<file path="config.mk">
export PLATFORM = sky130hd
export DESIGN_NAME = timer_a_regs
export DESIGN_NICKNAME = d
export VERILOG_FILES = /design/src/timer_a_pkg.sv /design/src/byte_pair_if.sv /design/src/timer_a_regs.sv /design/src/byte_pair_reg.sv
export SDC_FILE = /design/constraint.sdc
export NUM_CORES = 1
export LEC_CHECK = 0
export BUFFER_PORTS_ARGS = -buffer_cell sky130_fd_sc_hd__buf_2
export CAP_MARGIN = 20
export CORE_MARGIN = 4
export CORE_UTILIZATION = 50
export DETAILED_ROUTE_END_ITERATION = 7
export PLACE_DENSITY_LB_ADDON = 0.15
export SETUP_SLACK_MARGIN = 0.1
export SLEW_MARGIN = 20
export SYNTH_ARGS = -nofsm -noshare
export SYNTH_HDL_FRONTEND = slang
export SYNTH_HIERARCHICAL = 1
export SYNTH_SLANG_ARGS = --single-unit
</file>
<file path="constraint.sdc">
create_clock -name sys_clk -period 2.3 [get_ports sys_clk]
set_input_delay 0.575 -clock sys_clk [delete_from_list [all_inputs] [get_ports sys_clk]]
set_output_delay 0.575 -clock sys_clk [all_outputs]
set_load 0.02 [all_outputs]
</file>
<file path="src/timer_a_pkg.sv">
// constants shared by the timer register front end
`default_nettype none
package timer_a_pkg;
	// register addresses; every byte register sits alone in lane 0 of its own bus word
	localparam logic [7:0] IDX_CTRL_TWO = 8'h31;
	localparam logic [7:0] IDX_CTRL_ONE = 8'h32;
	localparam logic [7:0] IDX_CTRL_STATUS = 8'h33;
	localparam logic [7:0] IDX_CAP_ONE_HIGH = 8'h34;
	localparam logic [7:0] IDX_CAP_ONE_LOW = 8'h35;
	localparam logic [7:0] IDX_CMP_ONE_HIGH = 8'h36;
	localparam logic [7:0] IDX_CMP_ONE_LOW = 8'h37;
	localparam logic [7:0] IDX_CNT_HIGH = 8'h38;
	localparam logic [7:0] IDX_CNT_LOW = 8'h39;
	localparam logic [7:0] IDX_ALT_CNT_HIGH = 8'h3a;
	localparam logic [7:0] IDX_ALT_CNT_LOW = 8'h3b;
	localparam logic [7:0] IDX_CAP_TWO_HIGH = 8'h3c;
	localparam logic [7:0] IDX_CAP_TWO_LOW = 8'h3d;
	localparam logic [7:0] IDX_CMP_TWO_HIGH = 8'h3e;
	localparam logic [7:0] IDX_CMP_TWO_LOW = 8'h3f;
	localparam logic [7:0] IDX_RESERVED = 8'h40;
	// reset values
	localparam logic [7:0] CTRL_TWO_RESET = 8'h00;
	localparam logic [7:0] CTRL_ONE_RESET = 8'h00;
	localparam logic [15:0] CMP_RESET = 16'h8000;
	localparam logic [15:0] CNT_RESET = 16'hfffc;
	localparam logic [15:0] CAP_RESET = 16'h0000;
	// control/status flag positions
	localparam int FLAG_CAP_ONE = 7;
	localparam int FLAG_CMP_ONE = 6;
	localparam int FLAG_OVERFLOW = 5;
	localparam int FLAG_CAP_TWO = 4;
	localparam int FLAG_CMP_TWO = 3;
	// control two field: counter run enable
	localparam int CTRL_TWO_RUN = 0;
	// value returned where a read yields nothing defined
	localparam logic [7:0] READ_NONE = 8'h00;
endpackage : timer_a_pkg
`default_nettype wire

</file>
<file path="src/byte_pair_if.sv">
// byte-wise write port and 16-bit value of one high/low register pair
`default_nettype none
interface byte_pair_if;
	logic wrHigh;
	logic wrLow;
	logic [7:0] wrData;
	logic [15:0] value;
	modport owner (input wrHigh, input wrLow, input wrData, output value);
	modport user (output wrHigh, output wrLow, output wrData, input value);
endinterface : byte_pair_if
`default_nettype wire

</file>
<file path="src/timer_a_regs.sv">
// timer register front end: wishbone slave, register decode, flags and counter
//
// Register access over Wishbone was chosen for this implementation.
`default_nettype none
module timer_a_regs
	import timer_a_pkg::*;
#(
	// 1: reprogrammable-memory variant, 0: masked-memory variant
	parameter bit FLASH_VARIANT = 1'b1
)
(
	input wire logic sys_clk,
	input wire logic rst,
	input wire logic wb_cyc_i,
	input wire logic wb_stb_i,
	input wire logic wb_we_i,
	input wire logic [7:0] wb_adr_i,
	input wire logic [3:0] wb_sel_i,
	input wire logic [31:0] wb_dat_i,
	output logic [31:0] wb_dat_o,
	output logic wb_ack_o,
	input wire logic captureOnePin,
	input wire logic captureTwoPin
);
	logic ack_r;
	logic [31:0] rdData_r;
	logic [7:0] ctrlTwo_r;
	logic [7:0] ctrlOne_r;
	logic [15:0] count_r;
	logic [15:0] capOne_r;
	logic [15:0] capTwo_r;
	logic [4:0] flags_r;
	logic statusSeen_r;
	logic [2:0] syncOne_r;
	logic [2:0] syncTwo_r;
	logic access;
	logic wrAccess;
	logic rdAccess;
	logic wrLane;
	logic [7:0] idx;
	logic [7:0] wrByte;
	logic [7:0] rdByte;
	logic [7:0] statusByte;
	logic capOneEvent;
	logic capTwoEvent;
	logic cmpOneHit;
	logic cmpTwoHit;
	logic overflow;
	logic running;
	logic clrCapOne;
	logic clrCmpOne;
	logic clrOverflow;
	logic clrCapTwo;
	logic clrCmpTwo;

	byte_pair_if cmpOneBus ();
	byte_pair_if cmpTwoBus ();

	// a request is taken in the cycle before ack; ack then blocks a second take
	assign access = wb_cyc_i & wb_stb_i & ~ack_r;
	assign wrLane = wb_sel_i[0];
	assign wrAccess = access & wb_we_i & wrLane;
	assign rdAccess = access & ~wb_we_i;
	// all address bits decoded, so nothing aliases onto the timer range
	assign idx = wb_adr_i;
	assign wrByte = wb_dat_i[7:0];

	always_ff @(posedge sys_clk or posedge rst)
	begin
		if (rst)
		begin
			ack_r <= 1'b0;
		end
		else
		begin
			ack_r <= access;
		end
	end

	always_ff @(posedge sys_clk or posedge rst)
	begin
		if (rst)
		begin
			ctrlTwo_r <= CTRL_TWO_RESET;
			ctrlOne_r <= CTRL_ONE_RESET;
		end
		else if (wrAccess)
		begin
			if (idx == IDX_CTRL_TWO)
			begin
				ctrlTwo_r <= wrByte;
			end
			if (idx == IDX_CTRL_ONE)
			begin
				ctrlOne_r <= wrByte;
			end
		end
	end

	// second compare pair accepts writes in both variants
	assign cmpOneBus.wrHigh = wrAccess & (idx == IDX_CMP_ONE_HIGH);
	assign cmpOneBus.wrLow = wrAccess & (idx == IDX_CMP_ONE_LOW);
	assign cmpOneBus.wrData = wrByte;
	assign cmpTwoBus.wrHigh = wrAccess & (idx == IDX_CMP_TWO_HIGH);
	assign cmpTwoBus.wrLow = wrAccess & (idx == IDX_CMP_TWO_LOW);
	assign cmpTwoBus.wrData = wrByte;

	byte_pair_reg #(
		.RESET_VAL(CMP_RESET)
	) cmpOneReg (
		.sys_clk(sys_clk),
		.rst(rst),
		.bp(cmpOneBus)
	);

	byte_pair_reg #(
		.RESET_VAL(CMP_RESET)
	) cmpTwoReg (
		.sys_clk(sys_clk),
		.rst(rst),
		.bp(cmpTwoBus)
	);

	// free-running counter gated by the run bit of control two
	assign running = ctrlTwo_r[CTRL_TWO_RUN];
	assign overflow = running & (count_r == 16'hffff);

	always_ff @(posedge sys_clk or posedge rst)
	begin
		if (rst)
		begin
			count_r <= CNT_RESET;
		end
		else if (running)
		begin
			count_r <= count_r + 16'h0001;
		end
	end

	// pin inputs pass two flops; the third only feeds the edge detector
	always_ff @(posedge sys_clk or posedge rst)
	begin
		if (rst)
		begin
			syncOne_r <= 3'h0;
			syncTwo_r <= 3'h0;
		end
		else
		begin
			syncOne_r <= {syncOne_r[1:0], captureOnePin};
			syncTwo_r <= {syncTwo_r[1:0], captureTwoPin};
		end
	end

	assign capOneEvent = syncOne_r[1] & ~syncOne_r[2];
	// second capture input is ignored in the reprogrammable variant
	assign capTwoEvent = ~FLASH_VARIANT & syncTwo_r[1] & ~syncTwo_r[2];

	always_ff @(posedge sys_clk or posedge rst)
	begin
		if (rst)
		begin
			capOne_r <= CAP_RESET;
			capTwo_r <= CAP_RESET;
		end
		else
		begin
			if (capOneEvent)
			begin
				capOne_r <= count_r;
			end
			if (capTwoEvent)
			begin
				capTwo_r <= count_r;
			end
		end
	end

	// masked variant compares on the second pair as well
	assign cmpOneHit = running & (count_r == cmpOneBus.value);
	assign cmpTwoHit = ~FLASH_VARIANT & running & (count_r == cmpTwoBus.value);

	// a flag is cleared by reading status, then touching its low register
	always_ff @(posedge sys_clk or posedge rst)
	begin
		if (rst)
		begin
			statusSeen_r <= 1'b0;
		end
		else if (rdAccess & (idx == IDX_CTRL_STATUS))
		begin
			statusSeen_r <= 1'b1;
		end
		else if (clrCapOne | clrCmpOne | clrOverflow | clrCapTwo | clrCmpTwo)
		begin
			statusSeen_r <= 1'b0;
		end
	end

	assign clrCapOne = statusSeen_r & rdAccess & (idx == IDX_CAP_ONE_LOW);
	assign clrCmpOne = statusSeen_r & wrAccess & (idx == IDX_CMP_ONE_LOW);
	assign clrOverflow = statusSeen_r & rdAccess & (idx == IDX_CNT_LOW);
	// dummy access to either second low register clears its flag
	assign clrCapTwo = statusSeen_r & access & (idx == IDX_CAP_TWO_LOW);
	assign clrCmpTwo = statusSeen_r & access & (idx == IDX_CMP_TWO_LOW);

	// a new event in the clearing cycle wins over the clear
	always_ff @(posedge sys_clk or posedge rst)
	begin
		if (rst)
		begin
			flags_r <= 5'h00;
		end
		else
		begin
			if (capOneEvent)
			begin
				flags_r[FLAG_CAP_ONE - 3] <= 1'b1;
			end
			else if (clrCapOne)
			begin
				flags_r[FLAG_CAP_ONE - 3] <= 1'b0;
			end
			if (cmpOneHit)
			begin
				flags_r[FLAG_CMP_ONE - 3] <= 1'b1;
			end
			else if (clrCmpOne)
			begin
				flags_r[FLAG_CMP_ONE - 3] <= 1'b0;
			end
			if (overflow)
			begin
				flags_r[FLAG_OVERFLOW - 3] <= 1'b1;
			end
			else if (clrOverflow)
			begin
				flags_r[FLAG_OVERFLOW - 3] <= 1'b0;
			end
			if (capTwoEvent)
			begin
				flags_r[FLAG_CAP_TWO - 3] <= 1'b1;
			end
			else if (clrCapTwo)
			begin
				flags_r[FLAG_CAP_TWO - 3] <= 1'b0;
			end
			if (cmpTwoHit)
			begin
				flags_r[FLAG_CMP_TWO - 3] <= 1'b1;
			end
			else if (clrCmpTwo)
			begin
				flags_r[FLAG_CMP_TWO - 3] <= 1'b0;
			end
		end
	end

	assign statusByte = {flags_r, 3'h0};

	always_comb
	begin
		rdByte = READ_NONE;
		unique case (idx)
			IDX_CTRL_TWO: rdByte = ctrlTwo_r;
			IDX_CTRL_ONE: rdByte = ctrlOne_r;
			IDX_CTRL_STATUS: rdByte = statusByte;
			IDX_CAP_ONE_HIGH: rdByte = capOne_r[15:8];
			IDX_CAP_ONE_LOW: rdByte = capOne_r[7:0];
			IDX_CMP_ONE_HIGH: rdByte = cmpOneBus.value[15:8];
			IDX_CMP_ONE_LOW: rdByte = cmpOneBus.value[7:0];
			IDX_CNT_HIGH: rdByte = count_r[15:8];
			IDX_CNT_LOW: rdByte = count_r[7:0];
			IDX_ALT_CNT_HIGH: rdByte = count_r[15:8];
			IDX_ALT_CNT_LOW: rdByte = count_r[7:0];
			IDX_CAP_TWO_HIGH: rdByte = FLASH_VARIANT ? READ_NONE : capTwo_r[15:8];
			IDX_CAP_TWO_LOW: rdByte = FLASH_VARIANT ? READ_NONE : capTwo_r[7:0];
			// stored value hidden in the reprogrammable variant
			IDX_CMP_TWO_HIGH: rdByte = FLASH_VARIANT ? READ_NONE : cmpTwoBus.value[15:8];
			IDX_CMP_TWO_LOW: rdByte = FLASH_VARIANT ? READ_NONE : cmpTwoBus.value[7:0];
			IDX_RESERVED: rdByte = READ_NONE;
			// unmapped addresses read zero as well
			default: rdByte = READ_NONE;
		endcase
	end

	always_ff @(posedge sys_clk or posedge rst)
	begin
		if (rst)
		begin
			rdData_r <= 32'h0000_0000;
		end
		else if (rdAccess)
		begin
			rdData_r <= {24'h00_0000, rdByte};
		end
	end

	assign wb_ack_o = ack_r;
	assign wb_dat_o = rdData_r;
endmodule : timer_a_regs
`default_nettype wire

</file>
<file path="src/byte_pair_reg.sv">
// 16-bit register written one byte at a time
`default_nettype none
module byte_pair_reg
#(
	parameter logic [15:0] RESET_VAL = 16'h0000
)
(
	input wire logic sys_clk,
	input wire logic rst,
	byte_pair_if.owner bp
);
	logic [15:0] value_r;

	always_ff @(posedge sys_clk or posedge rst)
	begin
		if (rst)
		begin
			value_r <= RESET_VAL;
		end
		else
		begin
			if (bp.wrHigh)
			begin
				value_r[15:8] <= bp.wrData;
			end
			if (bp.wrLow)
			begin
				value_r[7:0] <= bp.wrData;
			end
		end
	end

	assign bp.value = value_r;
endmodule : byte_pair_reg
`default_nettype wire

</file>
==> key figures, run 1 <==
Drt
  • DRT iter0 DRCs: 296
  • Via count: 2975
  • DRC violations left: 0
  • Post-Route WL: 10150 um
  • DRT Pass-1 Iters: 5
  • Post-DRT Antenna Nets: 0
  • Via density: 5.677
  • Routed WL per cell: 19.37 um

STA
  • Slew headroom: 36.26%
  • Hold Fails Final Rpt: 0
  • Final setup fails: 0
  • Final period util: 85.97%
  • Final setup skew: 0.009484 ns
  • Max Clk Rate: 505.7 MHz
  • Max Transition Viols Final: 0
  • Setup TNS: 0 ns
  • Worst setup margin: 0.3227 ns
  • Least-Margin Pin Slew: 0.9561 ns
  • Hold Worst Slack: 0.2254 ns
  • Post-layout min period: 1.977 ns
  • RSZ-0062 raised after global routing: no

Critical path
  • WP data required: 2.51 ns
  • Worst Reg-to-Reg Cells: 5
  • Crit path cell chain: buf_2 > mux4_2 > and3_1 > nor4_1 > o21ai_0
  • Max stage delay cell, worst path: mux4_2
  • Critical path buffers and inverters: 1
  • Max stage delay on crit path: 0.55 ns
  • Reg-to-Reg Start: wb_ack_o
  • Worst reg2reg endpoint: ctrlTwo_r[0]
  • Crit path kind: input pin to flip-flop
  • Family with the most delay on the worst path: simple AND/OR/NAND/NOR gates
  • CP max FO: 7
  • R2r setup slk: 0.42 ns
  • Startpoint types: input pin
  • Worst setup EP type: flip-flop
  • Crit path DAT: 2.19 ns

Clock network
  • Setup Buffers After CTS: 0
  • Total CTS buffers: 9
  • Hold-fix buffers, CTS: 0
  • Clk buf depth: 2
  • Post-cts sizing count: 0
  • CTS sink count: 80
  • Root Buffer: clkbuf_8
  • CTS tree: built
  • Reg clk slew, reported paths: 0.08 ns
  • Clk Latency, worst-skew pair: 0.35 ns
  • H-Tree Depth: 3

Yosys
  • Count of distinct cell types in the synthesized netlist: 56
  • Synth top area cells: dfrtp_1, dfstp_2, mux2_2, mux2_4, buf_4
  • Ys Warns: 6
  • EDFF count, synth: 0
  • Mean area per synthesized cell: 11.48 um2
  • Post-synthesis sequential area ratio: 46.45%
  • Main synth FF type: dfrtp_1
  • Mapped Cells: 379
  • Ys async rst share: 100.0%
  • Mapped cell area: 0.004350 mm2
  • Synth area leader: dfrtp_1
  • Synth top area share: 37.39%
  • #FFs+latches synth: 80

Place
  • Detailed placer's ending HPWL: 7621 um
  • Worst slack, placed: 0.01351 ns
  • Cell Area, Placed: 0.004632 mm2
  • Input/output buffers: 31
  • GPL Wtd Cong: 0.9304
  • Dpl cells: 508

Power and ir drop
  • Power Density: 540.9 mW/mm2
  • Peak supply drop: 0.3381 mV
  • P_leak: 2.305 nW

Cells and area
  • Non-Filler Instances: 524
  • Layout Area Growth over Synthesis: 10.67%
  • Post-route cell area: 0.004815 mm2
  • Final net count: 466
  • Fraction of layout cells with a size suffix above 1: 33.89%
  • N_diodes: 0

GRT
  • GRT Total Usage: 21.17%
  • Gr ovfl total: 0
  • Vias in the first global route: 2827
  • First-pass GRT wire length: 16300 um
  • Initial antenna violation count: 0
  • Largest net degree at the start of global routing: 48

Die
  • Starting Density: 52.16%
  • Rows: 33
  • I/O Pins: 84
  • Die area: 0.01026 mm2
  • Die height: 101.3 um
  • Die X: 101.3 um
  • Core box area: 0.008341 mm2

Run status
  • Status: finished clean

Job
  • Max-cap violations: 0

Hold path
  • Tightest Hold Check Type: input pin to asynchronous set/reset pin
stage by stage:
| step | total power [mW] | utilization [%] |
|---|---|---|
| 6_report | 2.604 | 57.73 |
| 5_1_grt | 2.721 | 57.73 |
| 4_1_cts | 2.633 | 57.73 |
| 3_5_place_dp | 1.687 | 55.54 |
| 3_3_place_gp | 1.686 | 55.54 |
| 2_1_floorplan | 1.637 | - |
state kept, by name, summed over array words and instances (netlist names):
register and count:
capOne_r 16, cmpOneReg/bp.value 16, count_r 16, ctrlOne_r 8, ctrlTwo_r 8, flags_r 3
statusSeen_r 1, syncOne_r 3, wb_ack_o 1, wb_dat_o 8
worst max-delay path by stage:
stage                start  slack [ns]  cells past startpoint          end
2_1_floorplan          rst        0.15                      1  capOne_r[0]
3_3_place_gp   wb_adr_i[0]        0.03                      5  wb_dat_o[4]
3_5_place_dp   wb_adr_i[0]        0.01                      5  wb_dat_o[0]
4_1_cts        wb_adr_i[0]        0.39                      5  wb_dat_o[4]
5_1_grt        wb_adr_i[0]        0.24                      5  wb_dat_o[4]
6_report       wb_adr_i[0]        0.32                      5  wb_dat_o[4]
cell usage in the layout, fill, tap and decap left out, types with 3 or more instances in the layout:
cell	Yosys	final
nor3_1	12	11
dfstp_2	15	15
nand2_1	22	22
buf_2	4	31
o211ai_1	4	4
xor2_1	20	20
and3_1	8	8
inv_1	7	6
conb_1	1	24
nand2b_1	7	7
mux2_2	33	33
clkinv_4	0	4
buf_12	0	5
nand3_1	7	7
nand4_1	6	6
a211oi_1	3	3
mux2i_1	11	11
a21oi_1	5	5
o21ai_0	10	10
o41ai_1	3	3
nor2b_1	3	3
clkbuf_8	0	10
and4_1	5	5
nor2_1	9	9
nand3b_1	5	5
mux2_4	16	16
mux4_2	3	3
nor4_1	8	8
buf_4	24	14
dfrtp_1	65	65
xnor2_1	11	11
Yosys cell counts, types with 3 or more instances:
| library cell | n |
|---|---|
| o211ai_1 | 4 |
| mux2_2 | 33 |
| nor2_1 | 9 |
| nand2b_1 | 7 |
| a21oi_1 | 5 |
| buf_6 | 3 |
| inv_1 | 7 |
| dfstp_2 | 15 |
| o41ai_1 | 3 |
| a211oi_1 | 3 |
| xnor2_1 | 11 |
| mux2i_1 | 11 |
| nor4_1 | 8 |
| nor3_1 | 12 |
| nand3b_1 | 5 |
| and4_1 | 5 |
| and3_1 | 8 |
| nand2_1 | 22 |
| mux4_2 | 3 |
| buf_2 | 4 |
| nand4_1 | 6 |
| o21ai_0 | 10 |
| nor2b_1 | 3 |
| xor2_1 | 20 |
| buf_4 | 24 |
| mux2_4 | 16 |
| clkbuf_1 | 16 |
| nand3_1 | 7 |
| dfrtp_1 | 65 |
cells by family (layout without fill, tap and decap cells):
kind of cell | Yosys count | in the layout | synth area share (%)
buffers and inverters | 56 | 73 | 7.535
AO/OA/AOI/OAI | 38 | 38 | 6.011
flip-flops | 80 | 80 | 46.45
AND/OR/NAND/NOR | 107 | 107 | 14.73
other | 1 | 24 | 0.08620
multiplexers | 65 | 65 | 18.67
XOR/XNOR | 31 | 31 | 6.241
adder cells (fa/ha/maj) | 1 | 1 | 0.2876
metal layers:
metal	global-route usage, %	routed length (um)	up-vias
li1	-	-	1384
met3	3.581	608	12
met2	30.84	4501	117
met1	31.83	4887	1462
met5	0	0	-
met4	7.566	155	0
power by group:
group | switching [mW] | internal, mW
Clock | 0.518 | 0.425
Sequential | 0.0146 | 1.42
Combinational | 0.153 | 0.0722
cell type report:
class	count	area, um2
Inverter	7	26.28
Tap cell	105	131.4
Timing Repair Buffer	50	360.3
Sequential cell	80	2021
Fill cell	726	3526
Multi-Input combinational cell	266	2093
Clock buffer	10	137.6
Clock inverter	6	45.04
Note: power is estimated with default switching activity, not from simulation.
==> inputs of run 2 (changes only) <==
- CELL_PAD_IN_SITES_DETAIL_PLACEMENT: unset -> 0
- CELL_PAD_IN_SITES_GLOBAL_PLACEMENT: unset -> 2
- CORE_UTILIZATION: 50 -> 36
==> key figures, run 2 (synthesis gave the netlist of run 1 again) <==
Run status
  • Status: finished clean

Place
  • Detailed placer's ending HPWL: 8538 um (+12%)
  • Input/output buffers: 31 (unchanged)
  • GPL Wtd Cong: 0.8376 (-10%)

Critical path
  • Worst setup EP type: flip-flop
  • WP data required: 2.53 ns (+0.02 ns)
  • R2r setup slk: 0.41 ns (about the same)
  • Crit path cell chain: and3b_2 > nand3_1 > buf_4 > nor3_2 > buf_4 > mux2_2
  • Worst reg2reg endpoint: ctrlTwo_r[6]
  • Critical path buffers and inverters: 2 (+1)
  • Max stage delay on crit path: 0.38 ns (-0.17 ns)
  • Worst Reg-to-Reg Cells: 6 (+1)
  • Crit path kind: flip-flop to flip-flop
  • Max stage delay cell, worst path: dfrtp_1
  • CP max FO: 8 (+1)
  • Reg-to-Reg Start: wb_ack_o
  • Crit path DAT: 2.12 ns (-0.07 ns)
  • Family with the most delay on the worst path: simple AND/OR/NAND/NOR gates
  • Startpoint types: flip-flop
  • Worst path most repeated cell: buf_4

GRT
  • Initial antenna violation count: 0 (unchanged)
  • Largest net degree at the start of global routing: 65 (+35%)
  • GRT Total Usage: 17.51% (-3.7 points)
  • First-pass GRT wire length: 18460 um (+13%)
  • Vias in the first global route: 3236 (+14%)
  • Gr ovfl total: 0 (unchanged)

STA
  • RSZ-0062 raised after global routing: no
  • Hold Worst Slack: 0.3031 ns (+0.07773 ns)
  • Max Clk Rate: 529.3 MHz (+4.7%)
  • Hold Fails Final Rpt: 0 (unchanged)
  • Final setup skew: 0.005210 ns (-0.004275 ns)
  • Slew headroom: 40.04% (+3.8 points)
  • Setup TNS: 0 ns (unchanged)
  • Max Transition Viols Final: 0 (unchanged)
  • Least-Margin Pin Slew: 0.8994 ns (-0.05664 ns)
  • Final period util: 82.15% (-3.8 points)
  • Post-layout min period: 1.889 ns (-0.08788 ns)
  • Final setup fails: 0 (unchanged)

Clock network
  • H-Tree Depth: 3 (unchanged)
  • CTS tree: built
  • Clk buf depth: 2 (unchanged)
  • Total CTS buffers: 9 (unchanged)
  • Root Buffer: clkbuf_16
  • Hold-fix buffers, CTS: 0 (unchanged)
  • Setup Buffers After CTS: 0 (unchanged)
  • Reg clk slew, reported paths: 0.06 ns (-0.02 ns)
  • CTS sink count: 80 (unchanged)
  • Post-cts sizing count: 0 (unchanged)
  • Clk Latency, worst-skew pair: 0.35 ns (about the same)

Cells and area
  • Most frequent cells in the layout: dfrtp_1, mux2_2, buf_2
  • Layout Area Growth over Synthesis: 15.13%
  • Final net count: 469 (+0.64%)
  • N_diodes: 0 (unchanged)
  • Register Area: 0.002021 mm2 (unchanged)
  • Multi-input logic area: 0.002093 mm2 (unchanged)
  • Fraction of layout cells with a size suffix above 1: 34.36% (+0.47 points)
  • Commonest non-fill, non-tap cell in the layout: dfrtp_1
  • Layout filler cell count: 1120 (+54%)

Power and ir drop
  • Design Power: 3.122 mW (+20%)
  • Power Density: 623.3 mW/mm2 (+15%)
  • P_leak: 2.368 nW (+2.7%)
  • Peak supply drop: 0.4723 mV (+40%)

Drt
  • DRT Pass-1 Iters: 4 (-1)
  • Post-Route WL: 11490 um (+13%)
  • Via count: 2977 (+0.067%)
  • Routed WL per cell: 20.33 um (+4.9%)
  • DRT iter0 DRCs: 133 (-55%)
  • DRC violations left: 0 (unchanged)
  • Post-DRT Antenna Nets: 0 (unchanged)
  • Via density: 5.269 (-7.2%)

Die
  • Die area: 0.01391 mm2 (+36%)
  • I/O Pins: 84 (unchanged)
  • Die X: 117.9 um (+16%)
  • Rows: 39 (+18%)
  • Starting Density: 37.46% (-15 points)
  • Die height: 117.9 um (+16%)
  • Core box area: 0.01161 mm2 (+39%)

Job
  • Max-cap violations: 0 (unchanged)

Hold path
  • Tightest Hold Check Type: input pin to asynchronous set/reset pin
-- run 2: cell types whose count changed in the layout (fill, tap and decap cells not counted), sizes merged --
| cell | before | now |
|---|---|---|
| clkinv | 6 | 2 |
| clkinvlp | 0 | 2 |
| inv | 7 | 8 |
| bufinv | 0 | 1 |
| buf | 50 | 53 |
-- run 2: per-layer routing --
layer / GRT usage (%) / wire, um / share of wire [%]
met1: 24.54 / 5609 / 49
met2: 26.05 / 5245 / 46
met3: 3.940 / 352 / 3.1
met4: 7.399 / 278 / 2.4
met5: 0 / 0 / 0
-- run 2: how the worst max path moves through the flow --
stage                     slack, ns  depth (start not counted)            to   startpoint
after detailed placement       0.08                          5   wb_dat_o[0]  wb_adr_i[0]
after floorplan                0.15                          1   capOne_r[0]          rst
after global routing           0.32                          6  ctrlTwo_r[3]     wb_ack_o
after CTS                      0.41                          6  ctrlTwo_r[6]     wb_ack_o
final                          0.41                          6  ctrlTwo_r[6]     wb_ack_o
after global placement         0.08                          5   wb_dat_o[0]  wb_adr_i[0]
-- run 2: area by class of cell --
cell class	count	area share (%)
tap	143	3.572
clock buffer	10	4.771
multi-input combinational	266	41.79
sequential	80	40.34
inverter	7	0.5246
clock inverter	6	1.349
timing repair buffer	53	7.644
-- run 2: where the power goes --
part           switching (mW)  total [mW]  internal [mW]
combinational           0.159       0.235         0.0761
sequential             0.0148        1.44           1.42
clock                   0.576        1.45          0.873
total                   0.749        3.12           2.37
-- run 2: through the flow --
stage / setup WS [ns] / instance area [um2] / std cells / util (%)
2_1_floorplan: 0.1501 / 4437 / 402 / -
3_3_place_gp: 0.08426 / 4702 / 549 / 40.49
3_5_place_dp: 0.08193 / 4702 / 549 / 40.49
4_1_cts: 0.4098 / 5009 / 565 / 43.13
5_1_grt: 0.3181 / 5009 / 565 / 43.13
6_report: 0.4106 / 5009 / 565 / 43.13
==> inputs of run 3 (changes only) <==
- ABC_AREA: unset -> 1
- CORE_UTILIZATION: 36 -> 29
- clock period: 2.3 -> 1.7 ns (I/O delays scaled with it)
==> key figures, run 3 <==
STA
  • Worst setup margin: 0.1785 ns (-0.2321 ns)
  • Post-layout min period: 1.521 ns (-0.3679 ns)
  • Hold Fails Final Rpt: 0 (unchanged)
  • Max Transition Viols Final: 0 (unchanged)
  • Hold Worst Slack: 0.1332 ns (-0.1699 ns)
  • Final setup skew: 0.006796 ns (+0.001586 ns)
  • Slew headroom: 58.81% (+19 points)
  • Final setup fails: 0 (unchanged)
  • RSZ-0062 raised after global routing: yes
  • Max Clk Rate: 657.2 MHz (+24%)
  • Least-Margin Pin Slew: 0.6171 ns (-0.2823 ns)
  • Final period util: 89.50% (+7.4 points)

Critical path
  • Reg-to-Reg Start: wb_ack_o
  • Worst reg2reg endpoint: ctrlTwo_r[0]
  • R2r setup slk: 0.18 ns (-0.23 ns)
  • Startpoint types: flip-flop
  • CP endpoint: ctrlTwo_r[0]
  • Worst Reg-to-Reg Cells: 5 (-1)
  • CP max FO: 8 (unchanged)
  • WP data required: 1.98 ns (-0.55 ns)
  • Critical Path Start: wb_ack_o
  • Worst setup EP type: flip-flop
  • Crit path kind: flip-flop to flip-flop
  • Crit path DAT: 1.80 ns (-0.32 ns)

Cells and area
  • Most frequent cells in the layout: nand2_1, dfrtp_1, nand3_1
  • Fraction of layout cells with a size suffix above 1: 22.17% (-12 points)
  • N_diodes: 0 (unchanged)
  • Final net count: 701 (+49%)
  • Layout Area Growth over Synthesis: 17.50%
  • Commonest non-fill, non-tap cell in the layout: nand2_1

GRT
  • Initial antenna violation count: 0 (unchanged)
  • Vias in the first global route: 3809 (+18%)
  • Gr ovfl total: 0 (unchanged)
  • GRT Total Usage: 16.49% (-1.0 points)
  • Largest net degree at the start of global routing: 65 (unchanged)
  • First-pass GRT wire length: 22240 um (+20%)

Clock network
  • Root Buffer: clkbuf_16
  • Hold-fix buffers, CTS: 0 (unchanged)
  • CTS tree: built
  • CTS sink count: 80 (unchanged)
  • H-Tree Depth: 3 (unchanged)
  • Total CTS buffers: 9 (unchanged)
  • Post-cts sizing count: 0 (unchanged)
  • Clk buf depth: 2 (unchanged)
  • Setup Buffers After CTS: 0 (unchanged)
  • Clk Latency, worst-skew pair: 0.36 ns (about the same)
  • Reg clk slew, reported paths: 0.07 ns (about the same)

Yosys
  • Mapped cell area: 0.004597 mm2 (+5.7%)
  • Ys Warns: 6 (unchanged)
  • Post-synthesis sequential area ratio: 43.96% (-2.5 points)
  • Mean area per synthesized cell: 7.858 um2 (-32%)
  • Synth top area cells: dfrtp_1, nand2_1, dfstp_2, nand3_1, inv_1
  • Count of distinct cell types in the synthesized netlist: 38 (-32%)
  • Synth top area share: 35.38% (-2.0 points)
  • Synth area leader: dfrtp_1
  • Main synth FF type: dfrtp_1
  • EDFF count, synth: 0 (unchanged)
  • Mapped Cells: 585 (+54%)
  • Count leader, synth: nand2_1
  • Post-synth top cells: nand2_1, dfrtp_1, nand3_1
  • #FFs+latches synth: 80 (unchanged)
  • Ys async rst share: 100.0% (unchanged)

Drt
  • DRT Pass-1 Iters: 4 (unchanged)
  • Post-DRT Antenna Nets: 0 (unchanged)
  • DRT iter0 DRCs: 258 (+94%)
  • Via count: 3862 (+30%)
  • Via density: 4.465 (-15%)
  • Post-Route WL: 14160 um (+23%)
  • Routed WL per cell: 16.37 um (-19%)
  • DRC violations left: 0 (unchanged)

Power and ir drop
  • P_leak: 2.694 nW (+14%)
  • Power Density: 792.8 mW/mm2 (+27%)
  • Peak supply drop: 0.4734 mV (+0.22%)

Place
  • Worst slack, placed: -0.07841 ns (-0.1603 ns)
  • Detailed placer's ending HPWL: 10810 um (+27%)
  • Input/output buffers: 31 (unchanged)
  • GPL Wtd Cong: 0.8039 (-4.0%)

Hold path
  • Tightest Hold Check Type: input pin to asynchronous set/reset pin

Die
  • Die X: 133.9 um (+14%)
  • Starting Density: 29.91% (-7.6 points)
  • I/O Pins: 84 (unchanged)
  • Die height: 133.9 um (+14%)
  • Die area: 0.01793 mm2 (+29%)
  • Core box area: 0.01537 mm2 (+32%)
  • Rows: 45 (+15%)

Run status
  • Status: finished clean

Job
  • Max-cap violations: 0 (unchanged)
[run 3: cell types whose count changed in the layout (fill, tap and decap cells not counted), moves of 22 or more]
cell / delta
nor2_1: +31
inv_1: +50
nand3_1: +51
mux2_2: -32
nand2_1: +158
buf_4: +22
[run 3: kinds of logic after synthesis]
kind of cell | Yosys count | synth area share [%]
AND/OR/NAND/NOR | 329 | 32.55
buffers and inverters | 106 | 12.90
flip-flops | 80 | 43.96
AO/OA/AOI/OAI | 49 | 6.560
XOR/XNOR | 18 | 3.429
adder cells (fa/ha/maj) | 1 | 0.2721
other | 1 | 0.08158
multiplexers | 1 | 0.2449
[run 3: cell type report]
class | count | area (um2)
clock inverters | 7 | 78.83
fillers | 1692 | 9970
multi-input cells | 423 | 2079
clock buffers | 9 | 225.2
inverters | 63 | 245.2
repair buffers | 72 | 488.0
flip-flops and latches | 80 | 2021
well taps | 211 | 264.0
[run 3: layer usage]
metal / vias to the layer above / wire length (um) / GRT usage (%)
met5: - / 0 / 0
met4: 0 / 168 / 4.457
met3: 12 / 480 / 3.188
met2: 66 / 6349 / 25.29
met1: 1824 / 7165 / 23.79
li1: 1960 / - / -
[run 3: how the worst min path moves through the flow]
stage | start | end | cells past startpoint
final | rst | count_r[1] | 3
after global routing | captureOnePin | syncOne_r[0] | 1
after CTS | captureOnePin | syncOne_r[0] | 1
after detailed placement | syncOne_r[0] | syncOne_r[1] | 0
after global placement | syncOne_r[0] | syncOne_r[1] | 0
after floorplan | syncOne_r[0] | syncOne_r[1] | 0
[run 3: report_power, final]
group,switching [mW],internal (mW)
logic,0.234,0.0818
clock network,0.872,1.15
registers,0.0164,1.93
total,1.12,3.16
[run 3: worst max-delay path, cell delays in order, from the launching register on]
cell	delay [ns]
dfrtp_1	0.38
nand3b_1	0.21
nor2_2	0.22
buf_4	0.19
nand3_2	0.25
o21ai_2	0.20
[run 3: metrics by stage]
stage / instance area (um2) / cells / power [mW] / setup TNS (ns) / utilization (%)
after CTS: 5391 / 864 / 4.348 / 0 / 35.08
after global placement: 5087 / 848 / 2.292 / -1.093 / 33.10
final: 5401 / 865 / 4.282 / 0 / 35.14
after floorplan: 4687 / 608 / 2.214 / 0 / -
after global routing: 5401 / 865 / 4.453 / 0 / 35.14
after detailed placement: 5087 / 848 / 2.295 / -0.8064 / 33.10
